<file path="config.mk">
export PLATFORM = sky130hd
export DESIGN_NAME = touch_host_ctrl
export DESIGN_NICKNAME = d
export VERILOG_FILES = /design/src/shared/touch_host_pkg.sv /design/src/shared/crc_if.sv /design/src/rtl/frame_crc.sv /design/src/rtl/touch_host_ctrl.sv
export VERILOG_INCLUDE_DIRS = /design/src /design/src/shared
export SDC_FILE = /design/constraint.sdc
export NUM_CORES = 1
export LEC_CHECK = 0
export BUFFER_PORTS_ARGS = -buffer_cell sky130_fd_sc_hd__buf_4
export CAP_MARGIN = 5
export CORE_UTILIZATION = 28
export CTS_BUF_LIST = sky130_fd_sc_hd__clkbuf_8 sky130_fd_sc_hd__clkbuf_16
export CTS_CLUSTER_DIAMETER = 60
export DETAILED_ROUTE_END_ITERATION = 12
export HOLD_SLACK_MARGIN = 0.03
export SYNTH_ARGS = -nofsm -noshare
export SYNTH_HDL_FRONTEND = slang
export SYNTH_HIERARCHICAL = 1
export SYNTH_SLANG_ARGS = --single-unit
</file>
<file path="constraint.sdc">
create_clock -name pclk -period 5.23 [get_ports pclk]
set_input_delay 0.2615 -clock pclk [delete_from_list [all_inputs] [get_ports pclk]]
set_output_delay 0.2615 -clock pclk [all_outputs]
set_load 0.03 [all_outputs]
</file>
<file path="src/shared/touch_host_consts.svh">
`ifndef TOUCH_HOST_CONSTS_SVH
`define TOUCH_HOST_CONSTS_SVH

// apb byte offsets of the controller registers
`define A_CTRL        8'h00
`define A_CONFIG      8'h04
`define A_TARGET      8'h08
`define A_WDATA       8'h0C
`define A_OBJMAP      8'h10
`define A_PWRMAP      8'h14
`define A_STATUS      8'h18
`define A_RDATA0      8'h1C
`define A_RDATA1      8'h20

// operation codes written to the control register
`define OP_NOP        4'h0
`define OP_WRITE      4'h1
`define OP_READ       4'h2
`define OP_SAVE       4'h3
`define OP_RESET      4'h4
`define OP_DEBUG      4'h5
`define OP_SLEEP      4'h6
`define OP_INTERVALS  4'h7

// status bit positions
`define SB_BUSY       0
`define SB_DONE       1
`define SB_MSG        2
`define SB_CRC_ERR    3
`define SB_SEQ_REP    4
`define SB_SEQ_SKIP   5
`define SB_SAVE_PEND  6
`define SB_SAVE_OK    7
`define SB_REFUSED    8
`define SB_CHG        9
`define SB_SLEEP      10
`define SB_DEBUG      11

// frame kinds and byte positions inside a frame
`define FR_WRITE      8'h01
`define FR_READ       8'h02
`define FR_RESP       8'h03
`define P_KIND        4'h0
`define P_SEQ         4'h1
`define P_ALO         4'h2
`define P_AHI         4'h3
`define P_LEN         4'h4
`define P_DAT         4'h5
`define P_CRC         4'h9
`define P_END         4'hF

// message layout: id, sequence, payload, crc
`define MSG_LAST      4'h7
`define MAX_LEN       3'h4

// field offsets inside objects and command values
`define CMD_SAVE_OFS  16'h0001
`define CMD_SAVE_VAL  8'h55
`define CMD_DBG_OFS   16'h0003
`define CMD_DBG_VAL   8'h01
`define PWR_IDLE_OFS  16'h0000

// frame check
`define CRC_POLY      8'h07
`define CRC_INIT      8'h00

// timing
`define CLK_NS        10
`define DEV_RST_NS    1000
`define DEV_RST_CYC   ((`DEV_RST_NS + `CLK_NS - 1) / `CLK_NS)

`endif

</file>
<file path="src/shared/touch_host_pkg.sv">
`include "touch_host_consts.svh"

package touch_host_pkg;

  typedef logic [7:0] byte_t;

  typedef enum logic [2:0] {
    S_IDLE     = 3'b000,
    S_WAIT_CHG = 3'b001,
    S_TX       = 3'b010,
    S_RX       = 3'b011,
    S_RESET    = 3'b100
  } state_e;

  // one byte step of the frame check, msb first
  function automatic byte_t crc8_step(input byte_t c, input byte_t d);
    byte_t r;
    r = c ^ d;
    for (int i = 0; i < 8; i++) begin
      r = r[7] ? ({r[6:0], 1'b0} ^ `CRC_POLY) : {r[6:0], 1'b0};
    end
    return r;
  endfunction : crc8_step

endpackage : touch_host_pkg

</file>
<file path="src/shared/crc_if.sv">
interface crc_if;
  logic       clr;
  logic       en;
  logic [7:0] din;
  logic [7:0] crc;
  modport engine (input clr, input en, input din, output crc);
  modport user   (output clr, output en, output din, input crc);
endinterface : crc_if

</file>
<file path="src/rtl/frame_crc.sv">
`include "touch_host_consts.svh"

module frame_crc (
  // clock and reset
  input wire logic pclk,
  input wire logic presetn,
  // crc port
  crc_if.engine    c
);
  import touch_host_pkg::*;

  // running check; clear wins since a new frame always starts fresh
  always_ff @(posedge pclk or negedge presetn) begin
    if (!presetn) begin
      c.crc <= `CRC_INIT;
    end else if (c.clr) begin
      c.crc <= `CRC_INIT;
    end else if (c.en) begin
      c.crc <= crc8_step(c.crc, c.din);
    end
  end

endmodule : frame_crc

</file>
<file path="src/rtl/touch_host_ctrl.sv">
// The register offsets and the APB slave port were chosen for this implementation.
`include "touch_host_consts.svh"

module touch_host_ctrl (
  // clock and reset
  input  wire logic                   pclk,
  input  wire logic                   presetn,
  // apb slave
  input  wire logic                   psel,
  input  wire logic                   penable,
  input  wire logic                   pwrite,
  input  wire logic [7:0]             paddr,
  input  wire logic [31:0]            pwdata,
  output logic [31:0]                 prdata,
  output logic                        pready,
  output logic                        pslverr,
  // transport toward the device
  output logic                        tx_valid,
  output touch_host_pkg::byte_t       tx_data,
  output logic                        tx_last,
  input  wire logic                   tx_ready,
  input  wire logic                   rx_valid,
  input  wire touch_host_pkg::byte_t  rx_data,
  output logic                        rx_ready,
  // device pins
  input  wire logic                   change_line_twowire_n,
  input  wire logic                   change_line_fourwire_n,
  output logic                        dev_reset_n
);
  import touch_host_pkg::*;

  state_e      state_reg;
  logic        spi_mode_reg;
  logic        safety_reg;
  byte_t       save_id_reg;
  logic [15:0] tgt_addr_reg;
  logic [2:0]  tgt_len_reg;
  logic [31:0] wdata_reg;
  logic [15:0] cmd_addr_reg;
  logic [15:0] msg_addr_reg;
  logic [15:0] pwr_addr_reg;
  logic [3:0]  last_op_reg;
  logic        done_reg;
  logic        msg_reg;
  logic        crc_err_reg;
  logic        seq_rep_reg;
  logic        seq_skip_reg;
  logic        save_pend_reg;
  logic        save_ok_reg;
  logic        refused_reg;
  logic        sleep_reg;
  logic        debug_reg;
  byte_t       f_kind_reg;
  logic [15:0] f_addr_reg;
  logic [2:0]  f_len_reg;
  logic [31:0] f_data_reg;
  logic [3:0]  pos_reg;
  byte_t       tx_data_reg;
  byte_t       tx_seq_reg;
  byte_t       rx_seq_exp_reg;
  logic        seq_seen_reg;
  logic [3:0]  rx_cnt_reg;
  logic [7:0]  rst_cnt_reg;
  logic        rst_n_reg;
  logic [31:0] prdata_reg;
  logic        tw_meta;
  logic        tw_sync;
  logic        fw_meta;
  logic        fw_sync;
  byte_t       msg_mem [0:7];

  logic        wr_acc;
  logic        idle;
  logic        ctrl_wr;
  logic        reg_wr;
  logic        st_wr;
  logic [3:0]  op_w;
  logic        refuse;
  logic        go;
  logic        chg_active;
  logic [3:0]  np;
  logic        tx_fire;
  logic        tx_end;
  logic        rx_fire;
  logic        rx_end;
  logic        rx_crc_ok;
  logic        rst_end;
  logic        done_set;

  crc_if crc_bus ();

  frame_crc u_crc (
    .pclk    (pclk),
    .presetn (presetn),
    .c       (crc_bus)
  );

  // decode of the mapped offsets, used by the launch checks and error answer
  function automatic logic mapped(input logic [7:0] a);
    return (a == `A_CTRL) || (a == `A_CONFIG) || (a == `A_TARGET) ||
           (a == `A_WDATA) || (a == `A_OBJMAP) || (a == `A_PWRMAP) ||
           (a == `A_STATUS) || (a == `A_RDATA0) || (a == `A_RDATA1);
  endfunction : mapped

  // position that follows p in the frame being sent
  function automatic logic [3:0] next_pos(input logic [3:0] p);
    logic [3:0] n;
    n = p + 4'h1;
    if (p == `P_CRC) begin
      n = `P_END;
    end else if (p == `P_KIND && f_kind_reg == `FR_RESP) begin
      n = `P_CRC;
    end else if (n == `P_SEQ && spi_mode_reg) begin
      n = `P_ALO;
    end else if (n == `P_DAT && f_kind_reg != `FR_WRITE) begin
      n = `P_CRC;
    end else if (p >= `P_DAT && n == `P_DAT + {1'b0, f_len_reg}) begin
      n = `P_CRC;
    end
    if (n == `P_CRC && !safety_reg) begin
      n = `P_END;
    end
    return n;
  endfunction : next_pos

  // byte carried at position p, the crc byte aside
  function automatic byte_t byte_at(input logic [3:0] p);
    byte_t b;
    b = 8'h00;
    unique case (p)
      `P_KIND: b = f_kind_reg;
      `P_SEQ:  b = tx_seq_reg;
      `P_ALO:  b = f_addr_reg[7:0];
      `P_AHI:  b = f_addr_reg[15:8];
      `P_LEN:  b = {5'h00, f_len_reg};
      4'h5:    b = f_data_reg[7:0];
      4'h6:    b = f_data_reg[15:8];
      4'h7:    b = f_data_reg[23:16];
      4'h8:    b = f_data_reg[31:24];
      default: b = 8'h00;
    endcase
    return b;
  endfunction : byte_at

  // bus strobes; zero wait states, so pready stays high
  assign wr_acc  = psel & penable & pwrite;
  assign idle    = (state_reg == S_IDLE);
  assign ctrl_wr = wr_acc & (paddr == `A_CTRL);
  assign st_wr   = wr_acc & (paddr == `A_STATUS);
  assign reg_wr  = wr_acc & idle;
  assign op_w    = pwdata[3:0];
  assign pready  = 1'b1;
  assign pslverr = psel & penable & ~mapped(paddr);
  assign prdata  = prdata_reg;

  // launch checks: one operation at a time, unsafe orders are refused
  always_comb begin
    refuse = 1'b0;
    if (ctrl_wr) begin
      if (!idle) begin
        refuse = 1'b1;
      end else if (op_w == `OP_RESET && save_pend_reg) begin
        refuse = 1'b1;
      end else if (op_w == `OP_DEBUG && safety_reg) begin
        refuse = 1'b1;
      end else if (op_w == `OP_WRITE &&
                   (tgt_len_reg == 3'h0 || tgt_len_reg > `MAX_LEN)) begin
        refuse = 1'b1;
      end else if (op_w > `OP_INTERVALS) begin
        refuse = 1'b1;
      end
    end else if (wr_acc && !idle && !st_wr && mapped(paddr)) begin
      refuse = 1'b1;  // settings must not move under a frame in flight
    end
  end
  assign go = ctrl_wr & ~refuse & (op_w != `OP_NOP);

  // the change line of the interface in use, after synchronising
  assign chg_active = spi_mode_reg ? ~fw_sync : ~tw_sync;

  // transport handshakes
  assign tx_valid = (state_reg == S_TX);
  assign tx_data  = tx_data_reg;
  assign np       = next_pos(pos_reg);
  assign tx_last  = tx_valid & (np == `P_END);
  assign tx_fire  = tx_valid & tx_ready;
  assign tx_end   = tx_fire & (np == `P_END);
  assign rx_ready = (state_reg == S_RX);
  assign rx_fire  = rx_ready & rx_valid;
  assign rx_end   = rx_fire & (rx_cnt_reg == `MSG_LAST);
  assign rx_crc_ok = (rx_data == crc_bus.crc);
  assign rst_end  = (state_reg == S_RESET) && (rst_cnt_reg == 8'h00);
  assign done_set = (tx_end & (f_kind_reg == `FR_WRITE)) | rx_end | rst_end;
  assign dev_reset_n = rst_n_reg;

  // crc engine shared by outgoing frames and incoming messages
  assign crc_bus.clr = go | (tx_end & (f_kind_reg != `FR_WRITE));
  assign crc_bus.en  = (tx_fire & (pos_reg != `P_CRC)) |
                       (rx_fire & (rx_cnt_reg != `MSG_LAST));
  assign crc_bus.din = (state_reg == S_TX) ? tx_data_reg : rx_data;

  // two flops on each change line pin before any use
  always_ff @(posedge pclk or negedge presetn) begin
    if (!presetn) begin
      tw_meta <= 1'b1;
      tw_sync <= 1'b1;
      fw_meta <= 1'b1;
      fw_sync <= 1'b1;
    end else begin
      tw_meta <= change_line_twowire_n;
      tw_sync <= tw_meta;
      fw_meta <= change_line_fourwire_n;
      fw_sync <= fw_meta;
    end
  end

  // read data is captured in the setup cycle for the access cycle
  always_ff @(posedge pclk or negedge presetn) begin
    if (!presetn) begin
      prdata_reg <= 32'h0000_0000;
    end else if (psel && !penable && !pwrite) begin
      unique case (paddr)
        `A_CTRL:   prdata_reg <= {28'h000_0000, last_op_reg};
        `A_CONFIG: prdata_reg <= {16'h0000, save_id_reg, 6'h00,
                                  safety_reg, spi_mode_reg};
        `A_TARGET: prdata_reg <= {13'h0000, tgt_len_reg, tgt_addr_reg};
        `A_WDATA:  prdata_reg <= wdata_reg;
        `A_OBJMAP: prdata_reg <= {msg_addr_reg, cmd_addr_reg};
        `A_PWRMAP: prdata_reg <= {16'h0000, pwr_addr_reg};
        `A_STATUS: prdata_reg <= {20'h0_0000, debug_reg, sleep_reg,
                                  chg_active, refused_reg, save_ok_reg,
                                  save_pend_reg, seq_skip_reg, seq_rep_reg,
                                  crc_err_reg, msg_reg, done_reg, ~idle};
        `A_RDATA0: prdata_reg <= {msg_mem[3], msg_mem[2],
                                  msg_mem[1], msg_mem[0]};
        `A_RDATA1: prdata_reg <= {msg_mem[7], msg_mem[6],
                                  msg_mem[5], msg_mem[4]};
        default:   prdata_reg <= 32'h0000_0000;
      endcase
    end
  end

  // software settings, all zero after reset, so nothing runs unasked
  always_ff @(posedge pclk or negedge presetn) begin
    if (!presetn) begin
      spi_mode_reg <= 1'b0;
      safety_reg   <= 1'b0;
      save_id_reg  <= 8'h00;
      tgt_addr_reg <= 16'h0000;
      tgt_len_reg  <= 3'h0;
      wdata_reg    <= 32'h0000_0000;
      cmd_addr_reg <= 16'h0000;
      msg_addr_reg <= 16'h0000;
      pwr_addr_reg <= 16'h0000;
      last_op_reg  <= `OP_NOP;
    end else if (reg_wr) begin
      unique case (paddr)
        `A_CONFIG: begin
          spi_mode_reg <= pwdata[0];
          safety_reg   <= pwdata[1];
          save_id_reg  <= pwdata[15:8];
        end
        `A_TARGET: begin
          tgt_addr_reg <= pwdata[15:0];
          tgt_len_reg  <= pwdata[18:16];
        end
        `A_WDATA:  wdata_reg <= pwdata;
        `A_OBJMAP: begin
          cmd_addr_reg <= pwdata[15:0];
          msg_addr_reg <= pwdata[31:16];
        end
        `A_PWRMAP: pwr_addr_reg <= pwdata[15:0];
        `A_CTRL:   last_op_reg <= go ? op_w : last_op_reg;
        default:   ;
      endcase
    end
  end

  // operation sequencer
  always_ff @(posedge pclk or negedge presetn) begin
    if (!presetn) begin
      state_reg <= S_IDLE;
    end else begin
      unique case (state_reg)
        S_IDLE: begin
          if (go && op_w == `OP_READ) begin
            state_reg <= S_WAIT_CHG;
          end else if (go && op_w == `OP_RESET) begin
            state_reg <= S_RESET;
          end else if (go) begin
            state_reg <= S_TX;
          end
        end
        S_WAIT_CHG: begin
          // wait on the notification only; no message polling
          if (chg_active) begin
            state_reg <= S_TX;
          end
        end
        S_TX: begin
          if (tx_end && f_kind_reg == `FR_WRITE) begin
            state_reg <= S_IDLE;
          end else if (tx_end && !(f_kind_reg == `FR_READ && spi_mode_reg)) begin
            state_reg <= S_RX;
          end
        end
        S_RX: begin
          if (rx_end) begin
            state_reg <= S_IDLE;
          end
        end
        S_RESET: begin
          if (rst_end) begin
            state_reg <= S_IDLE;
          end
        end
        default: state_reg <= S_IDLE;
      endcase
    end
  end

  // frame contents, set at launch, kind turned to response after a four-wire read; writes are sent in issue order
  always_ff @(posedge pclk or negedge presetn) begin
    if (!presetn) begin
      f_kind_reg <= `FR_WRITE;
      f_addr_reg <= 16'h0000;
      f_len_reg  <= 3'h0;
      f_data_reg <= 32'h0000_0000;
    end else if (go) begin
      f_kind_reg <= (op_w == `OP_READ) ? `FR_READ : `FR_WRITE;
      f_addr_reg <= tgt_addr_reg;
      f_len_reg  <= tgt_len_reg;
      f_data_reg <= wdata_reg;
      unique case (op_w)
        `OP_SAVE: begin
          f_addr_reg <= cmd_addr_reg + `CMD_SAVE_OFS;
          f_len_reg  <= 3'h1;
          f_data_reg <= {24'h00_0000, `CMD_SAVE_VAL};
        end
        `OP_DEBUG: begin
          f_addr_reg <= cmd_addr_reg + `CMD_DBG_OFS;
          f_len_reg  <= 3'h1;
          f_data_reg <= {24'h00_0000, `CMD_DBG_VAL};
        end
        `OP_SLEEP: begin
          f_addr_reg <= pwr_addr_reg + `PWR_IDLE_OFS;
          f_len_reg  <= 3'h2;
          f_data_reg <= 32'h0000_0000;
        end
        `OP_INTERVALS: begin
          f_addr_reg <= pwr_addr_reg + `PWR_IDLE_OFS;
          f_len_reg  <= 3'h2;
          f_data_reg <= {16'h0000, wdata_reg[15:0]};
        end
        `OP_READ: begin
          f_addr_reg <= msg_addr_reg;
          f_len_reg  <= 3'h0;
        end
        default: ;
      endcase
    end else if (tx_end && f_kind_reg == `FR_READ && spi_mode_reg) begin
      f_kind_reg <= `FR_RESP;
    end
  end

  // byte walker; the crc byte is folded one step ahead
  always_ff @(posedge pclk or negedge presetn) begin
    if (!presetn) begin
      pos_reg     <= `P_KIND;
      tx_data_reg <= 8'h00;
    end else if (go) begin
      pos_reg     <= `P_KIND;
      tx_data_reg <= (op_w == `OP_READ) ? `FR_READ : `FR_WRITE;
    end else if (tx_end && f_kind_reg == `FR_READ && spi_mode_reg) begin
      pos_reg     <= `P_KIND;
      tx_data_reg <= `FR_RESP;
    end else if (tx_fire && np != `P_END) begin
      pos_reg     <= np;
      tx_data_reg <= (np == `P_CRC) ?
                     crc8_step(crc_bus.crc, tx_data_reg) :
                     byte_at(np);
    end
  end

  // sequence numbering of outgoing two-wire frames
  always_ff @(posedge pclk or negedge presetn) begin
    if (!presetn) begin
      tx_seq_reg <= 8'h00;
    end else if (tx_end && !spi_mode_reg) begin
      tx_seq_reg <= tx_seq_reg + 8'h01;
    end
  end

  // message capture; self test results arrive here too
  always_ff @(posedge pclk or negedge presetn) begin
    if (!presetn) begin
      rx_cnt_reg <= 4'h0;
      for (int i = 0; i < 8; i++) begin
        msg_mem[i] <= 8'h00;
      end
    end else if (crc_bus.clr) begin
      rx_cnt_reg <= 4'h0;
    end else if (rx_fire) begin
      msg_mem[rx_cnt_reg[2:0]] <= rx_data;
      rx_cnt_reg <= rx_cnt_reg + 4'h1;
    end
  end

  // expected message sequence, updated from every good message
  always_ff @(posedge pclk or negedge presetn) begin
    if (!presetn) begin
      rx_seq_exp_reg <= 8'h00;
      seq_seen_reg   <= 1'b0;
    end else if (rx_end && rx_crc_ok) begin
      rx_seq_exp_reg <= msg_mem[1] + 8'h01;
      seq_seen_reg   <= 1'b1;
    end
  end

  // sticky flags: an event in the clearing cycle still lands
  always_ff @(posedge pclk or negedge presetn) begin
    if (!presetn) begin
      done_reg     <= 1'b0;
      msg_reg      <= 1'b0;
      crc_err_reg  <= 1'b0;
      seq_rep_reg  <= 1'b0;
      seq_skip_reg <= 1'b0;
      save_ok_reg  <= 1'b0;
      refused_reg  <= 1'b0;
    end else begin
      done_reg    <= done_set | (done_reg & ~(st_wr & pwdata[`SB_DONE]));
      msg_reg     <= (rx_end & rx_crc_ok) |
                     (msg_reg & ~(st_wr & pwdata[`SB_MSG]));
      crc_err_reg <= (rx_end & ~rx_crc_ok) |
                     (crc_err_reg & ~(st_wr & pwdata[`SB_CRC_ERR]));
      seq_rep_reg <= (rx_end & rx_crc_ok & seq_seen_reg &
                      (msg_mem[1] == rx_seq_exp_reg - 8'h01)) |
                     (seq_rep_reg & ~(st_wr & pwdata[`SB_SEQ_REP]));
      seq_skip_reg <= (rx_end & rx_crc_ok & seq_seen_reg &
                       (msg_mem[1] != rx_seq_exp_reg) &
                       (msg_mem[1] != rx_seq_exp_reg - 8'h01)) |
                      (seq_skip_reg & ~(st_wr & pwdata[`SB_SEQ_SKIP]));
      save_ok_reg <= (rx_end & rx_crc_ok & save_pend_reg &
                      (msg_mem[0] == save_id_reg)) |
                     (save_ok_reg & ~(st_wr & pwdata[`SB_SAVE_OK]));
      refused_reg <= refuse |
                     (refused_reg & ~(st_wr & pwdata[`SB_REFUSED]));
    end
  end

  // save completion tracking; reset stays refused until the report lands
  always_ff @(posedge pclk or negedge presetn) begin
    if (!presetn) begin
      save_pend_reg <= 1'b0;
    end else if (go && op_w == `OP_SAVE) begin
      save_pend_reg <= 1'b1;
    end else if (rx_end && rx_crc_ok && msg_mem[0] == save_id_reg) begin
      save_pend_reg <= 1'b0;
    end
  end

  // sleep state shadow and debug port shadow; device reset turns debug off
  always_ff @(posedge pclk or negedge presetn) begin
    if (!presetn) begin
      sleep_reg <= 1'b0;
      debug_reg <= 1'b0;
    end else begin
      if (go && op_w == `OP_SLEEP) begin
        sleep_reg <= 1'b1;
      end else if (go && op_w == `OP_INTERVALS) begin
        sleep_reg <= 1'b0;
      end
      if (rst_end) begin
        debug_reg <= 1'b0;
      end else if (go && op_w == `OP_DEBUG) begin
        debug_reg <= 1'b1;
      end
    end
  end

  // device reset pulse of a fixed least width
  always_ff @(posedge pclk or negedge presetn) begin
    if (!presetn) begin
      rst_cnt_reg <= 8'h00;
      rst_n_reg   <= 1'b1;
    end else if (go && op_w == `OP_RESET) begin
      rst_cnt_reg <= 8'(`DEV_RST_CYC - 1);
      rst_n_reg   <= 1'b0;
    end else if (rst_end) begin
      rst_n_reg   <= 1'b1;
    end else if (state_reg == S_RESET) begin
      rst_cnt_reg <= rst_cnt_reg - 8'h01;
    end
  end

endmodule : touch_host_ctrl

</file>
==> results_dict.tcl <==
set metrics [dict create \
    outcome "complete, no violations" \
    min_period_ps 4240 \
    cp-end-kind "flip-flop" \
    routedWlPerCell_um 23.2 \
    synth_top_area_share 0.492 \
    avgSynthCellArea_um2 11.0 \
    r2r_cells 10 \
    insertion_delay_ps 560 \
    async_flop_share 1.00 \
    path_max_fanout 14 \
    r2r-start "pos_reg[0]$_DFFE_PN0P_" \
    worstPathRequired_ps 5670 \
    synthSimpleGateAreaFrac 0.123 \
    synth_compound_area_frac 0.144 \
    postCtsSetupRepairBufs 0 \
    final_max_slew_viol_count 0 \
    via_per_inst 5.37 \
    rsz0062_at_grt "false" \
    synthesis.area_um2 16400 \
    overflow 0 \
    crit_path_end "tx_data[0]$_DFFE_PN0P_" \
    ant_nets 0 \
    grt_pass1_vias 13064 \
    layout_commonest_cell "dfrtp_1" \
    clockBufferDepth 3 \
    place_ws_ps 1040 \
    dp.cells 2300 \
    synth_cells 1490 \
    core_area_um2 57800 \
    slew_headroom 0.236 \
    synthTopCellsByArea "dfrtp_1 (49%), mux2_2 (12%), nand2_1 (4.0%), xnor2_1 (3.1%), xor2_1 (2.3%)" \
    cts.sink_count 329 \
    die_area_um2 59600 \
    fin_ws_ps 986 \
    cts_tree "yes" \
    grt_start_max_net_pins 116 \
    synth_flop_cell "dfrtp_1" \
    powerDensity_nw_per_um2 421 \
    top_register "msg_mem" \
    clock.fmax_ghz 0.236 \
    h-tree-depth 2 \
    globalRouteTotalUtil 0.187 \
    max_cap_viol_count 0 \
    ys_seq_elements 329 \
    mostFrequentLayoutCells "dfrtp_1 (323), mux2_2 (182), nand2_1 (175), buf_4 (132), nor2_1 (76)" \
    leakage_nw 8.79 \
    synth_nets 1559 \
    grt_pass1_wl_mm 84.1 \
    cts_made_buffers 39 \
    cts_hold_buf 33 \
    dp_hpwl_mm 39.3 \
    antenna_found_initial 2 \
    start_util 0.284 \
    hold_slack_ps 64.2 \
    synth_top_family_by_area "compound AO/OA/AOI/OAI gates" \
    cts_resized 0 \
    r2r_slack_ps 990 \
    synth_adder_area_share 0.00961 \
    worstPathArrival_ps 4680 \
    fin_cells 2396 \
    synth_cell_type_count 77 \
    finalCritPeriodShare 0.811 \
    port_buffers 101 \
    path_class "reg2reg" \
    dr.first_iter.drc_count 1314 \
    antenna_cells 0 \
    worstSetupStartpoint "pos_reg[0]$_DFFE_PN0P_" \
    tightest_slew_ps 1140 \
    r2r_end "tx_data[0]$_DFFE_PN0P_" \
    rows 88 \
    largest_register_ffs 64 \
    synth_mux_area_frac 0.129 \
    io_pins 103 \
    seq_area_frac_synth 0.502 \
    hold_viol 0 \
    finalWirelength_mm 55.6 \
    fin_skew_ps 18.2 \
    cts_root_buf "clkbuf_16" \
    fin_setup_tns_ps 0 \
    gp_routability_congestion 0.897 \
    hp-class "in2reg" \
    die_y_um 244 \
    synth_xor_area_frac 0.0659 \
    num_vias 12857 \
    area_delta_synth_final_pct 19.4 \
    synth-warning-count 6 \
    drc 0 \
    yosys.area.top_type "dfrtp_1" \
    synth_edf_count 0 \
    critPathLaunchType "flip-flop" \
    peakVddDrop_mv 0.191 \
    clk_pin_slew_ps 60 \
    stdcell_area_um2 19600 \
    placed_area_um2 18100 \
    layout-drive-gt1-share 0.251 \
    final_nets 1678 \
    dr.pass1.iters 6 \
    setup-violations-final 0 \
    die_w_um 244 \
]
[Yosys cell counts, drive strengths merged (19+ instances only)]
cell type and instances:
a21oi 33, nor2 80, nand3 56, o21ai 44, a221oi 30, dfrtp 323
a31oi 34, a222oi 26, buf 19, a22o 26, xnor2 60, clkbuf 68
a22oi 43, xor2 44, mux2 183, nand2 175, inv 21, nor3 21
[per-layer routing]
layer / vias up / GRT usage / wire length [um]
li1: 5698 / - / -
met2: 474 / 0.294 / 25400
met5: - / 0 / 11
met1: 6564 / 0.244 / 23700
met4: 2 / 0.0879 / 2480
met3: 119 / 0.0423 / 4020
[how the worst min path moves through the flow]
stage,from,endpoint,depth (start not counted)
2_1_floorplan,presetn,cmd_addr_reg[0]$_DFFE_PN0P_,0
3_3_place_gp,fw_meta$_DFF_PN1_,fw_sync$_DFF_PN1_,0
3_5_place_dp,tw_meta$_DFF_PN1_,tw_sync$_DFF_PN1_,0
4_1_cts,pwdata[3],pwr_addr_reg[3]$_DFFE_PN0P_,2
5_1_grt,pwdata[3],cmd_addr_reg[3]$_DFFE_PN0P_,2
6_report,pwdata[3],pwr_addr_reg[3]$_DFFE_PN0P_,2
[power by group]
group	switching, mW	internal (mW)	total (mW)
clock	1.09	1.47	2.56
combinational	1.38	1.09	2.47
sequential	0.385	2.83	3.22
total	2.86	5.39	8.25
[kinds of logic (layout without fill, tap and decap cells)]
| logic type | Yosys count | in the layout |
|---|---|---|
| XOR/XNOR | 110 | 110 |
| AO/OA/AOI/OAI | 312 | 312 |
| other | 1 | 1 |
| adder cells (fa/ha/maj) | 12 | 12 |
| AND/OR/NAND/NOR | 429 | 429 |
| flip-flops | 329 | 329 |
| buffers and inverters | 109 | 250 |
| multiplexers | 188 | 188 |
[area by class of cell]
| type | instances | area, um^2 |
|---|---|---|
| sequential | 329 | 8240 |
| fill | 5821 | 38200 |
| clock inverter | 20 | 131 |
| multi-input combinational | 1052 | 7810 |
| timing repair buffer | 166 | 1340 |
| tap | 765 | 957 |
| clock buffer | 43 | 1040 |
| inverter | 21 | 78.8 |
[critical path, cell delays in order (launching register included)]
cell	delay (ps)
dfrtp_1	480
ha_1	340
xor2_4	290
xnor2_1	150
o41ai_2	490
nand2_1	270
a31oi_4	620
mux2_2	410
a32o_1	260
or4_1	510
a221o_1	300
[metrics by stage]
step	power (mW)	utilization
after global routing	8.65	0.339
after CTS	8.29	0.339
after floorplan	4.94	-
after global placement	5.66	0.313
final	8.25	0.339
after detailed placement	5.69	0.313
Power figures use the tool's default switching activity.
